### src/adcgs_pkg.sv
package adcgs_pkg;

  ////////////////////////////////////////////////////////////////////////////
  // widths and group indices
  localparam int unsigned CHAN_N = 16;
  localparam int unsigned RES_W  = 10;
  localparam logic [1:0]  GRP_EV = 2'h0;
  localparam logic [1:0]  GRP_G1 = 2'h1;
  localparam logic [1:0]  GRP_G2 = 2'h2;

  ////////////////////////////////////////////////////////////////////////////
  // field positions (kept for software views of the loose bits)
  localparam int unsigned PRESCALER_LSB   = 0;
  localparam int unsigned SAMPLE_WIN_LSB  = 0;
  localparam int unsigned SELF_CHECK_BIT  = 9;
  localparam int unsigned CAL_EN_BIT      = 13;
  localparam int unsigned GROUP_TWO_CONTINUOUS_BIT_BIT     = 2;
  localparam int unsigned BUSY_LSB        = 11;
  localparam int unsigned BYTE_SHIFT_BITS = 2;

  ////////////////////////////////////////////////////////////////////////////
  // timing
  localparam int unsigned CLK_PERIOD_NS  = 100;
  localparam int unsigned PU_STAB_NS     = 1000;
  localparam int unsigned PU_STAB_CYC    = (PU_STAB_NS + CLK_PERIOD_NS - 1) / CLK_PERIOD_NS;
  localparam logic [7:0]  PU_STAB_CNT    = 8'(PU_STAB_CYC);
  localparam logic [8:0]  SAMPLE_BASE    = 9'h002;

  ////////////////////////////////////////////////////////////////////////////
  // reset values
  localparam logic [2:0]  RST_TRIG_SYNC = 3'h0;
  localparam logic [2:0]  RST_DIV       = 3'h0;

  ////////////////////////////////////////////////////////////////////////////
  // sequencer states
  typedef enum logic [4:0] {
    ST_IDLE   = 5'h01,
    ST_SEARCH = 5'h02,
    ST_CHECK  = 5'h04,
    ST_SAMPLE = 5'h08,
    ST_CONV   = 5'h10
  } adcgs_state_t;

endpackage

### src/adcgs_chan_finder.sv
`timescale 1ns/10ps
// finds the lowest selected channel at or above a start position
module adcgs_chan_finder (
  input  wire logic [15:0] sel,
  input  wire logic [4:0]  start,
  output logic             found,
  output logic [3:0]       chan
);

  always_comb begin
    found = 1'b0;
    chan  = 4'h0;
    for (int i = adcgs_pkg::CHAN_N - 1; i >= 0; i--) begin
      if (sel[i] && (5'(i) >= start)) begin
        found = 1'b1;
        chan  = 4'(i);
      end
    end
  end

endmodule // adcgs_chan_finder

### src/adcgs_sequencer.sv
`timescale 1ns/10ps

// Notes on behaviour
// - with byte output on, a result read from a FIFO is shifted right two places
// - event, group one and group two FIFOs each have their own byte shift enable
// - byte shift only in buffered mode; ignored in result register mode
// - timing from prescaler and sample window, or per-group eight-bit sample times
// - self check enable inserts a failure detection step before each conversion
// - calibration enable disconnects the input multiplexer, only reference reaches core
// - power down stops the converter clock; a stabilization wait follows release
// - each group chooses single or continuous conversion independently, except group two while both other groups are continuous
// - all three continuous forces group two single and clears its mode readback
// - single mode converts each selected channel once in order, then stops
// - one busy flag per group, set from request acceptance to last conversion
// - continuous scans low to high; after highest, pending requests go first
// - new requests beat continuous groups; two continuous groups alternate
// - busy stays set while continuous conversion remains active
// - writing zero to a group's channel select stops it immediately
// - clearing a mode bit stops the group after the current conversion
// - one converter clock per skipped channel; next channel found during conversion
// - event group starts on matching trigger edge; select write only configures
// - event select rewrite: finish channel, load new set, continue from the next channel of the old set
// - writing group one or two select configures and starts the group
// - group one or two rewrite: finish channel, new request, rescan from lowest
module adcgs_sequencer (
  input  wire logic                         clk_sys,
  input  wire logic                         rst,
  input  wire logic                         external_trigger_pin,
  input  wire logic                         trigger_polarity,
  input  wire logic [15:0]                  event_channel_select,
  input  wire logic [15:0]                  group_one_channel_select,
  input  wire logic [15:0]                  group_two_channel_select,
  input  wire logic                         event_select_wr,
  input  wire logic                         group_one_select_wr,
  input  wire logic                         group_two_select_wr,
  input  wire logic                         event_group_continuous_bit,
  input  wire logic                         group_one_continuous_bit,
  input  wire logic                         group_two_continuous_bit,
  input  wire logic [2:0]                   clock_prescaler_field,
  input  wire logic [1:0]                   sample_window_length,
  input  wire logic                         use_group_sample_time,
  input  wire logic [7:0]                   event_group_sample_time,
  input  wire logic [7:0]                   group_one_sample_time,
  input  wire logic [7:0]                   group_two_sample_time,
  input  wire logic                         self_check_enable,
  input  wire logic                         calibration_enable,
  input  wire logic                         power_down,
  input  wire logic                         buffered_mode,
  input  wire logic                         event_group_byte_shift_en,
  input  wire logic                         group_one_byte_shift_en,
  input  wire logic                         group_two_byte_shift_en,
  input  wire logic                         core_done,
  input  wire logic [adcgs_pkg::RES_W-1:0]  core_result,
  input  wire logic                         fifo_rd_valid,
  input  wire logic [1:0]                   fifo_rd_group,
  input  wire logic [adcgs_pkg::RES_W-1:0]  fifo_rd_raw,
  output logic                              converter_clock_en,
  output logic                              converter_ready,
  output logic                              core_start,
  output logic [3:0]                        core_channel,
  output logic [1:0]                        core_group,
  output logic                              core_mux_enable,
  output logic                              core_self_check,
  output logic                              result_valid,
  output logic [1:0]                        result_group,
  output logic [3:0]                        result_channel,
  output logic [adcgs_pkg::RES_W-1:0]       result_data,
  output logic                              read_valid,
  output logic [adcgs_pkg::RES_W-1:0]       read_data,
  output logic [2:0]                        group_busy,
  output logic                              group_two_continuous_readback
);

  ////////////////////////////////////////////////////////////////////////////
  typedef struct packed {
    logic [2:0]                  trig_sync;
    logic                        trig_lvl;
    logic                        trig_pulse;
    logic [2:0]                  div_cnt;
    logic                        converter_internal_clock_en;
    logic [7:0]                  stab_cnt;
    logic                        ready;
    adcgs_pkg::adcgs_state_t     state;
    logic [1:0]                  grp;
    logic [1:0]                  last_grp;
    logic [3:0]                  pos;
    logic [15:0]                 sel;
    logic [8:0]                  samp_cnt;
    logic                        run_cont;
    logic                        ev_reload;
    logic [2:0]                  req;
    logic [2:0]                  standing;
    logic [2:0]                  busy;
    logic                        g2_rb;
    logic                        core_start;
    logic                        mux_en;
    logic                        self_chk;
    logic                        res_valid;
    logic [1:0]                  res_grp;
    logic [3:0]                  res_chan;
    logic [adcgs_pkg::RES_W-1:0] res_data;
    logic                        rd_valid;
    logic [adcgs_pkg::RES_W-1:0] rd_data;
  } adcgs_regs_t;

  adcgs_regs_t s_ff;
  adcgs_regs_t nxt_s;

  ////////////////////////////////////////////////////////////////////////////
  // helpers
  function automatic logic [1:0] pick(input logic [2:0] v);
    if (v[0])      pick = adcgs_pkg::GRP_EV;
    else if (v[1]) pick = adcgs_pkg::GRP_G1;
    else           pick = adcgs_pkg::GRP_G2;
  endfunction

  function automatic logic [2:0] onehot(input logic [1:0] g);
    onehot = 3'h1 << g;
  endfunction

  function automatic logic [8:0] sample_len(input logic use_grp, input logic [7:0] gt,
                                            input logic [1:0] win);
    if (use_grp) sample_len = {1'b0, gt} + 9'h001;
    else         sample_len = adcgs_pkg::SAMPLE_BASE << win;
  endfunction

  logic [15:0] sel_of   [3];
  logic [7:0]  stime_of [3];
  logic [2:0]  shift_en;
  logic [2:0]  cont;
  logic [2:0]  wr;
  logic [2:0]  nz;
  logic [2:0]  stop;
  logic        tick;
  logic        abort;
  logic        nf_found;
  logic [3:0]  nf_chan;

  assign sel_of[0]   = event_channel_select;
  assign sel_of[1]   = group_one_channel_select;
  assign sel_of[2]   = group_two_channel_select;
  assign stime_of[0] = event_group_sample_time;
  assign stime_of[1] = group_one_sample_time;
  assign stime_of[2] = group_two_sample_time;
  assign shift_en    = {group_two_byte_shift_en, group_one_byte_shift_en, event_group_byte_shift_en};
  // group two cannot run continuous alongside the other two
  assign cont  = {group_two_continuous_bit & ~(event_group_continuous_bit & group_one_continuous_bit),
                  group_one_continuous_bit, event_group_continuous_bit};
  assign wr    = {group_two_select_wr, group_one_select_wr, event_select_wr};
  assign nz    = {|group_two_channel_select, |group_one_channel_select, |event_channel_select};
  assign stop  = wr & ~nz;
  assign tick  = s_ff.converter_internal_clock_en & s_ff.ready & ~calibration_enable;
  assign abort = (s_ff.state != adcgs_pkg::ST_IDLE) && stop[s_ff.grp];

  // next selected channel is found while the current one converts
  adcgs_chan_finder u_next (
    .sel   (s_ff.sel),
    .start ({1'b0, s_ff.pos} + 5'h01),
    .found (nf_found),
    .chan  (nf_chan)
  );

  ////////////////////////////////////////////////////////////////////////////
  always_comb begin
    logic [1:0] g;
    logic [2:0] cand;
    logic       fin;
    g     = 2'h0;
    cand  = 3'h0;
    fin   = 1'b0;
    nxt_s = s_ff;
    nxt_s.core_start = 1'b0;
    nxt_s.res_valid  = 1'b0;
    nxt_s.rd_valid   = 1'b0;
    nxt_s.trig_pulse = 1'b0;

    // trigger pin: three flops, level taken once the last two agree
    nxt_s.trig_sync = {s_ff.trig_sync[1:0], external_trigger_pin};
    if ((s_ff.trig_sync[1] == s_ff.trig_sync[2]) && (s_ff.trig_sync[2] != s_ff.trig_lvl)) begin
      nxt_s.trig_lvl   = s_ff.trig_sync[2];
      nxt_s.trig_pulse = (s_ff.trig_sync[2] == trigger_polarity);
    end

    // converter clock: stopped in power down, then a stabilization wait
    if (power_down) begin
      nxt_s.div_cnt  = adcgs_pkg::RST_DIV;
      nxt_s.converter_internal_clock_en  = 1'b0;
      nxt_s.stab_cnt = adcgs_pkg::PU_STAB_CNT;
      nxt_s.ready    = 1'b0;
    end else begin
      nxt_s.converter_internal_clock_en = (s_ff.div_cnt == clock_prescaler_field);
      nxt_s.div_cnt = nxt_s.converter_internal_clock_en ? adcgs_pkg::RST_DIV : s_ff.div_cnt + 3'h1;
      if (s_ff.stab_cnt != 8'h00) begin
        nxt_s.stab_cnt = s_ff.stab_cnt - 8'h01;
      end
      nxt_s.ready = (s_ff.stab_cnt == 8'h00);
    end

    nxt_s.g2_rb    = cont[2];
    nxt_s.mux_en   = ~calibration_enable;

    // requests: group one/two start on a non-zero select write, event on its edge
    nxt_s.req = s_ff.req | {wr[2] & nz[2], wr[1] & nz[1], s_ff.trig_pulse};
    if (wr[0] && nz[0] && (s_ff.state != adcgs_pkg::ST_IDLE) && (s_ff.grp == adcgs_pkg::GRP_EV)) begin
      nxt_s.ev_reload = 1'b1;
    end

    case (s_ff.state)
      adcgs_pkg::ST_IDLE: begin
        // calibration freezes sequencing; no start before the clock is stable
        if (s_ff.ready && !calibration_enable && ((s_ff.req | s_ff.standing) != 3'h0)) begin
          if (s_ff.req != 3'h0) begin
            g = pick(s_ff.req);
          end else begin
            // a standing group yields to the other standing one
            cand = s_ff.standing & ~onehot(s_ff.last_grp);
            g    = pick((cand != 3'h0) ? cand : s_ff.standing);
          end
          nxt_s.grp       = g;
          nxt_s.last_grp  = g;
          nxt_s.sel       = sel_of[g];
          nxt_s.pos       = 4'h0;
          nxt_s.run_cont  = cont[g];
          nxt_s.ev_reload = 1'b0;
          nxt_s.req       = (nxt_s.req & ~onehot(g)) | {2'h0, s_ff.trig_pulse}; // retrigger in same cycle wins
          nxt_s.standing  = s_ff.standing & ~onehot(g);
          nxt_s.state     = adcgs_pkg::ST_SEARCH;
        end
      end
      adcgs_pkg::ST_SEARCH: begin
        if (tick) begin
          if (s_ff.sel[s_ff.pos]) begin
            nxt_s.samp_cnt = sample_len(use_group_sample_time, stime_of[s_ff.grp], sample_window_length);
            nxt_s.state    = self_check_enable ? adcgs_pkg::ST_CHECK : adcgs_pkg::ST_SAMPLE;
          end else if (s_ff.pos == 4'hf) begin
            fin = 1'b1;
          end else begin
            nxt_s.pos = s_ff.pos + 4'h1;
          end
        end
      end
      adcgs_pkg::ST_CHECK: begin
        if (tick) begin
          if (s_ff.samp_cnt <= 9'h001) begin
            nxt_s.samp_cnt = sample_len(use_group_sample_time, stime_of[s_ff.grp], sample_window_length);
            nxt_s.state    = adcgs_pkg::ST_SAMPLE;
          end else begin
            nxt_s.samp_cnt = s_ff.samp_cnt - 9'h001;
          end
        end
      end
      adcgs_pkg::ST_SAMPLE: begin
        if (tick) begin
          if (s_ff.samp_cnt <= 9'h001) begin
            nxt_s.core_start = 1'b1;
            nxt_s.state      = adcgs_pkg::ST_CONV;
          end else begin
            nxt_s.samp_cnt = s_ff.samp_cnt - 9'h001;
          end
        end
      end
      adcgs_pkg::ST_CONV: begin
        if (core_done) begin
          nxt_s.res_valid = 1'b1;
          nxt_s.res_grp   = s_ff.grp;
          nxt_s.res_chan  = s_ff.pos;
          nxt_s.res_data  = core_result;
          if (s_ff.req[s_ff.grp]) begin
            // rewrite or retrigger: back through arbitration, rescan from channel 0
            nxt_s.state = adcgs_pkg::ST_IDLE;
          end else if (s_ff.run_cont && !cont[s_ff.grp]) begin
            nxt_s.state = adcgs_pkg::ST_IDLE;
          end else if (s_ff.ev_reload) begin
            // positions already passed in the old set stay skipped this cycle
            nxt_s.sel       = event_channel_select;
            nxt_s.ev_reload = 1'b0;
            if (nf_found) begin
              nxt_s.pos   = nf_chan;
              nxt_s.state = adcgs_pkg::ST_SEARCH;
            end else begin
              fin = 1'b1;
            end
          end else if (nf_found) begin
            nxt_s.pos      = nf_chan;
            nxt_s.samp_cnt = sample_len(use_group_sample_time, stime_of[s_ff.grp], sample_window_length);
            nxt_s.state    = self_check_enable ? adcgs_pkg::ST_CHECK : adcgs_pkg::ST_SAMPLE;
          end else begin
            fin = 1'b1;
          end
        end
      end
      default: begin
        nxt_s.state = adcgs_pkg::ST_IDLE;
      end
    endcase

    // end of a scan: a continuous group becomes a standing request
    if (fin) begin
      nxt_s.state = adcgs_pkg::ST_IDLE;
      if (s_ff.run_cont && cont[s_ff.grp] && (sel_of[s_ff.grp] != 16'h0000)) begin
        nxt_s.standing = nxt_s.standing | onehot(s_ff.grp);
      end
    end

    // zero select write: stop at once, a late core answer is then ignored
    nxt_s.req      = nxt_s.req & ~stop;
    nxt_s.standing = nxt_s.standing & ~stop;
    if (abort || stop[nxt_s.grp]) begin
      nxt_s.state      = adcgs_pkg::ST_IDLE;
      nxt_s.core_start = 1'b0;
    end

    nxt_s.busy = nxt_s.req | nxt_s.standing |
                 ((nxt_s.state != adcgs_pkg::ST_IDLE) ? onehot(nxt_s.grp) : 3'h0);
    nxt_s.self_chk = (nxt_s.state == adcgs_pkg::ST_CHECK);

    // byte mode read: drop the two low result bits, buffered mode only
    if (fifo_rd_valid) begin
      nxt_s.rd_valid = 1'b1;
      nxt_s.rd_data  = (buffered_mode && shift_en[fifo_rd_group]) ?
                       (fifo_rd_raw >> adcgs_pkg::BYTE_SHIFT_BITS) : fifo_rd_raw;
    end
  end

  always_ff @(posedge clk_sys) begin
    if (rst) begin
      s_ff           <= '0;
      s_ff.trig_sync <= adcgs_pkg::RST_TRIG_SYNC;
      s_ff.stab_cnt  <= adcgs_pkg::PU_STAB_CNT;
      s_ff.state     <= adcgs_pkg::ST_IDLE;
      s_ff.mux_en    <= 1'b1;
    end else begin
      s_ff <= nxt_s;
    end
  end

  ////////////////////////////////////////////////////////////////////////////
  assign converter_clock_en            = s_ff.converter_internal_clock_en;
  assign converter_ready               = s_ff.ready;
  assign core_start                    = s_ff.core_start;
  assign core_channel                  = s_ff.pos;
  assign core_group                    = s_ff.grp;
  assign core_mux_enable               = s_ff.mux_en;
  assign core_self_check               = s_ff.self_chk;
  assign result_valid                  = s_ff.res_valid;
  assign result_group                  = s_ff.res_grp;
  assign result_channel                = s_ff.res_chan;
  assign result_data                   = s_ff.res_data;
  assign read_valid                    = s_ff.rd_valid;
  assign read_data                     = s_ff.rd_data;
  assign group_busy                    = s_ff.busy;
  assign group_two_continuous_readback = s_ff.g2_rb;
endmodule // adcgs_sequencer

### config.mk
export PLATFORM = sky130hd
export DESIGN_NAME = adcgs_sequencer
export DESIGN_NICKNAME = d
export VERILOG_FILES = /design/src/adcgs_pkg.sv /design/src/adcgs_chan_finder.sv /design/src/adcgs_sequencer.sv
export SDC_FILE = /design/constraint.sdc
export NUM_CORES = 1
export LEC_CHECK = 0
export ABC_CLOCK_PERIOD_IN_PS = 8300
export BUFFER_PORTS_ARGS = -buffer_cell sky130_fd_sc_hd__buf_2
export CAP_MARGIN = 5
export CORE_MARGIN = 1.5
export CORE_UTILIZATION = 46
export DETAILED_ROUTE_END_ITERATION = 8
export GPL_TIMING_DRIVEN = 0
export PLACE_DENSITY = 0.74
export SLEW_MARGIN = 20
export SYNTH_ARGS = -nofsm -noshare
export SYNTH_HDL_FRONTEND = slang
export SYNTH_HIERARCHICAL = 1
export SYNTH_SLANG_ARGS = --single-unit
### constraint.sdc
create_clock -name clk_sys -period 8.3 [get_ports clk_sys]
set_clock_uncertainty 0.1 [all_clocks]
set_input_delay 0.415 -clock clk_sys [delete_from_list [all_inputs] [get_ports clk_sys]]
set_output_delay 0.415 -clock clk_sys [all_outputs]
set_load 0.005 [all_outputs]
==> PnR_summary.wiki <==
{| class="wikitable"
! Metric !! Value
|-
| Layout area overhead || 21.1%
|-
| R2r endpoint || group_busy[2]
|-
| Number of global-route vias before repair || just under 6000
|-
| Area share of xor/xnor cells in the synthesized design || 2.49%
|-
| Antenna violations before repair || 0
|-
| Reg-to-reg startpoint || core_channel[0]
|-
| Horizontal die dimension || 120 um
|-
| Synth unique cells || 78
|-
| Number of slew-limit violations in the final report || 0
|-
| Ys async rst share || 0%
|-
| Clock sinks || just under 100
|-
| Clock root cell || sky130_fd_sc_hd__clkbuf_16
|-
| Count of maximum capacitance violations || 0
|-
| Placer Congestion || 0.935
|-
| Crit Path Category || reg -> reg
|-
| Core box area || between 10000 and 15000 um^2
|-
| Detailed placer's ending HPWL || around 14000 um
|-
| Aggregate global-route resource usage || 24.4%
|-
| I/O pin cnt || 162
|-
| Worst setup margin || 4.50 ns
|-
| Worst Hold Depth || 2
|-
| Portion of the clock cycle consumed by the worst path in the final layout || between 40% and 50%
|-
| Final sum of negative setup slack || 0 ns
|-
| Standard-cell rows || 42
|-
| Minimum clock period || 3.80 ns
|-
| Startpoint class of the critical path || flop
|-
| Final wirelength || 17800 um
|-
| Number of buffers created by CTS || 9
|-
| Largest net degree at the start of global routing || 18
|-
| LEAKAGE || 3.22 nW
|-
| Diodes inserted || 0
|-
| Worst slack at placement || around 4.6 ns
|-
| Number of synthesized flops with an enable pin || 0
|-
| Register-to-register setup slack || 4.50 ns
|-
| Multiplexer share of the synthesized area || 8.72%
|-
| Total of hold buffers inserted after clock tree synthesis || 0
|-
| Most frequently used flop master after synthesis || sky130_fd_sc_hd__dfxtp_1
|-
| Number of register bits inferred by synthesis || 99
|-
| Final hold violation count || 0
|-
| Die outline height || 120 um
|-
| Layout Nets || 1099
|-
| Complex-gate fraction of the synthesized area || 22.7%
|-
| Die Area || 14500 um^2
|-
| Share of cells above drive strength 1 || 25.2%
|-
| Post-route total power || roughly 1.0 mW
|-
| Final global-route overflow total || 0
|-
| First-pass detailed-route iteration total || 5
|-
| Worst skew pair latency || 0.35 ns
|-
| CTS tree || yes
|-
| Iteration-0 DRC Markers || 460
|-
| Setup violations, final || 0
|-
| PwrDens || between 100 and 150 nW/um^2
|-
| Hold path startpoint || calibration_enable
|-
| Highest net fanout along the worst path || 10
|-
| Worst rel slew slack || ~41%
|-
| Data arrival, critical path || between 3 and 4 ns
|-
| Non-filler instance count after layout || around 1200
|-
| Final cell utilization of the core || 57.5%
|-
| Layout filler cell count || 1286
|-
| Initial core utilization || 47.5%
|-
| Worst-Margin Slew || 0.882 ns
|-
| Mean number of vias per cell || ~5.6
|-
| Sequential share of the synthesized area || a little under a third
|-
| Synthesized-area fraction occupied by and/or/nand/nor cells || 24.6%
|-
| Remaining antenna violation count after routing || 0
|-
| Placed instance count || about 1100
|-
| Routed via count || 6455
|-
| Adder and majority gate portion of the synthesized area || 1.38%
|-
| RSZ-0062 raised after global routing || no
|-
| Dominant combinational cell family by area after synthesis || simple AND/OR/NAND/NOR gates
|-
| Number of H-tree levels || 3
|-
| CP Data Required Time || 8.40 ns
|-
| Global-route wire length before repair || about 29000 um
|-
| Most common cell after layout, fill and taps aside || sky130_fd_sc_hd__buf_2
|-
| Worst Setup End Kind || flop
|-
| Largest buffer count on any clock path || 2
|-
| Post-synth design cell area || approximately 6300 um^2
|-
| Clk pin slew, worst setup/hold paths || ~0.07 ns
|-
| Number of warnings reported in the yosys synthesis log || 6
|-
| DR DRC count || 0
|-
| Routed WL per cell || 15.4 um
|-
| CTS resizes || 0
|-
| Number of port buffers || 161
|-
| Post-synth net total || 927
|-
| Run status || completed
|-
| Commonest non-fill, non-tap cells in the layout || sky130_fd_sc_hd__buf_2 (168), sky130_fd_sc_hd__dfxtp_1 (99), sky130_fd_sc_hd__nor2_1 (96), sky130_fd_sc_hd__nand2_1 (77), sky130_fd_sc_hd__a21oi_1 (66)
|-
| Worst hold-check path type || in -> reg
|-
| Path depth of the worst reg2reg path || 14
|-
| Max IR drop VDD || ~0.12 mV
|-
| Avg Cell Area, Syn || 7.92 um^2
|-
| Peak Freq || 0.263 GHz
|-
| Number of buffers inserted by post-CTS setup repair || 0
|-
| End point of the most critical hold path || core_mux_enable
|-
| Instance count of the mapped netlist || between 800 and 900
|}
-- cell families after synthesis --
family	after synthesis
compound gates	211
xor+xnor	18
fa+ha+maj	7
buf+inv	105
flops	99
mux	46
simple gates	315
-- stage by stage --
step	hold WS (ns)	area [um^2]
floorplan	0.314	6340
global placement	0.320	7370
detailed placement	0.326	7370
CTS	0.157	7680
global route	0.170	7680
finish	0.161	7680
-- synth_stat cells, types with 16 or more instances --
cell type | number | share of area [%]
sky130_fd_sc_hd__dfxtp_1 | 99 | 31
sky130_fd_sc_hd__nor2_1 | 96 | 5.7
sky130_fd_sc_hd__nand2_1 | 77 | 4.6
sky130_fd_sc_hd__a21oi_1 | 66 | 5.2
sky130_fd_sc_hd__a211oi_1 | 50 | 5.9
sky130_fd_sc_hd__buf_4 | 39 | 4.6
sky130_fd_sc_hd__mux2i_1 | 38 | 6.0
sky130_fd_sc_hd__clkbuf_1 | 31 | 1.8
sky130_fd_sc_hd__o21ai_0 | 25 | 2.0
sky130_fd_sc_hd__inv_1 | 23 | 1.4
sky130_fd_sc_hd__nor3_1 | 20 | 1.6
sky130_fd_sc_hd__nor4_1 | 17 | 1.7
sky130_fd_sc_hd__nand2b_1 | 16 | 1.6
sky130_fd_sc_hd__nor2b_1 | 16 | 1.6
-- cell type report --
cell class,instances,area [um^2],share of cell area (%)
clock buffer,10,239,3.11
tap,176,220,2.87
multi-input combinational,597,3800,49.4
buffer,82,478,6.22
timing repair buffer,161,806,10.5
inverter,23,86.3,1.12
clock inverter,6,73.8,0.961
sequential,99,1980,25.8
-- power breakdown --
| group | total, mW | leakage [nW] | switching (mW) | internal [mW] |
|---|---|---|---|---|
| Combinational | 0.117 | 2.27 | 0.0622 | 0.0551 |
| Sequential | 0.488 | 0.803 | 0.00557 | 0.483 |
| Clock | 0.436 | 0.153 | 0.190 | 0.245 |
-- worst max-delay path: stages, from the launching register on --
cell and delay, ns:
sky130_fd_sc_hd__dfxtp_1 0.39, sky130_fd_sc_hd__ha_1 0.22, sky130_fd_sc_hd__xor2_1 0.30, sky130_fd_sc_hd__buf_4 0.23
sky130_fd_sc_hd__a21boi_0 0.18, sky130_fd_sc_hd__o21ai_0 0.33, sky130_fd_sc_hd__nand4_1 0.18, sky130_fd_sc_hd__nand2b_1 0.27
sky130_fd_sc_hd__inv_1 0.14, sky130_fd_sc_hd__nand4_1 0.13, sky130_fd_sc_hd__nor4_1 0.28, sky130_fd_sc_hd__o211ai_1 0.22
sky130_fd_sc_hd__or3_1 0.42, sky130_fd_sc_hd__a21o_1 0.17, sky130_fd_sc_hd__o41ai_1 0.09
-- state kept, by name (all words and copies together), names as in the netlist, 3 cells and up --
name / cells
core_channel: 4
s_ff: 54
result_channel: 4
group_busy: 3
result_data: 10
read_data: 10
-- worst max-delay path by stage --
stage | from | to | slack (ns) | depth (start not counted)
2_1_floorplan | core_channel[1] | s_ff[43] | 5.23 | 15
3_3_place_gp | core_channel[0] | group_busy[2] | 4.52 | 14
3_5_place_dp | core_channel[0] | group_busy[2] | 4.58 | 15
4_1_cts | core_channel[0] | group_busy[2] | 4.55 | 15
5_1_grt | core_channel[0] | group_busy[1] | 4.21 | 14
6_report | core_channel[0] | group_busy[2] | 4.50 | 14
-- per-layer routing --
layer	track usage, %	vias up	wire (um)
met2	39.5	283	7900
met4	6.54	0	261
met1	32.5	2934	8160
met5	0	-	0
li1	-	3215	-
met3	5.80	23	1490
(Power assumes the default switching activity.)
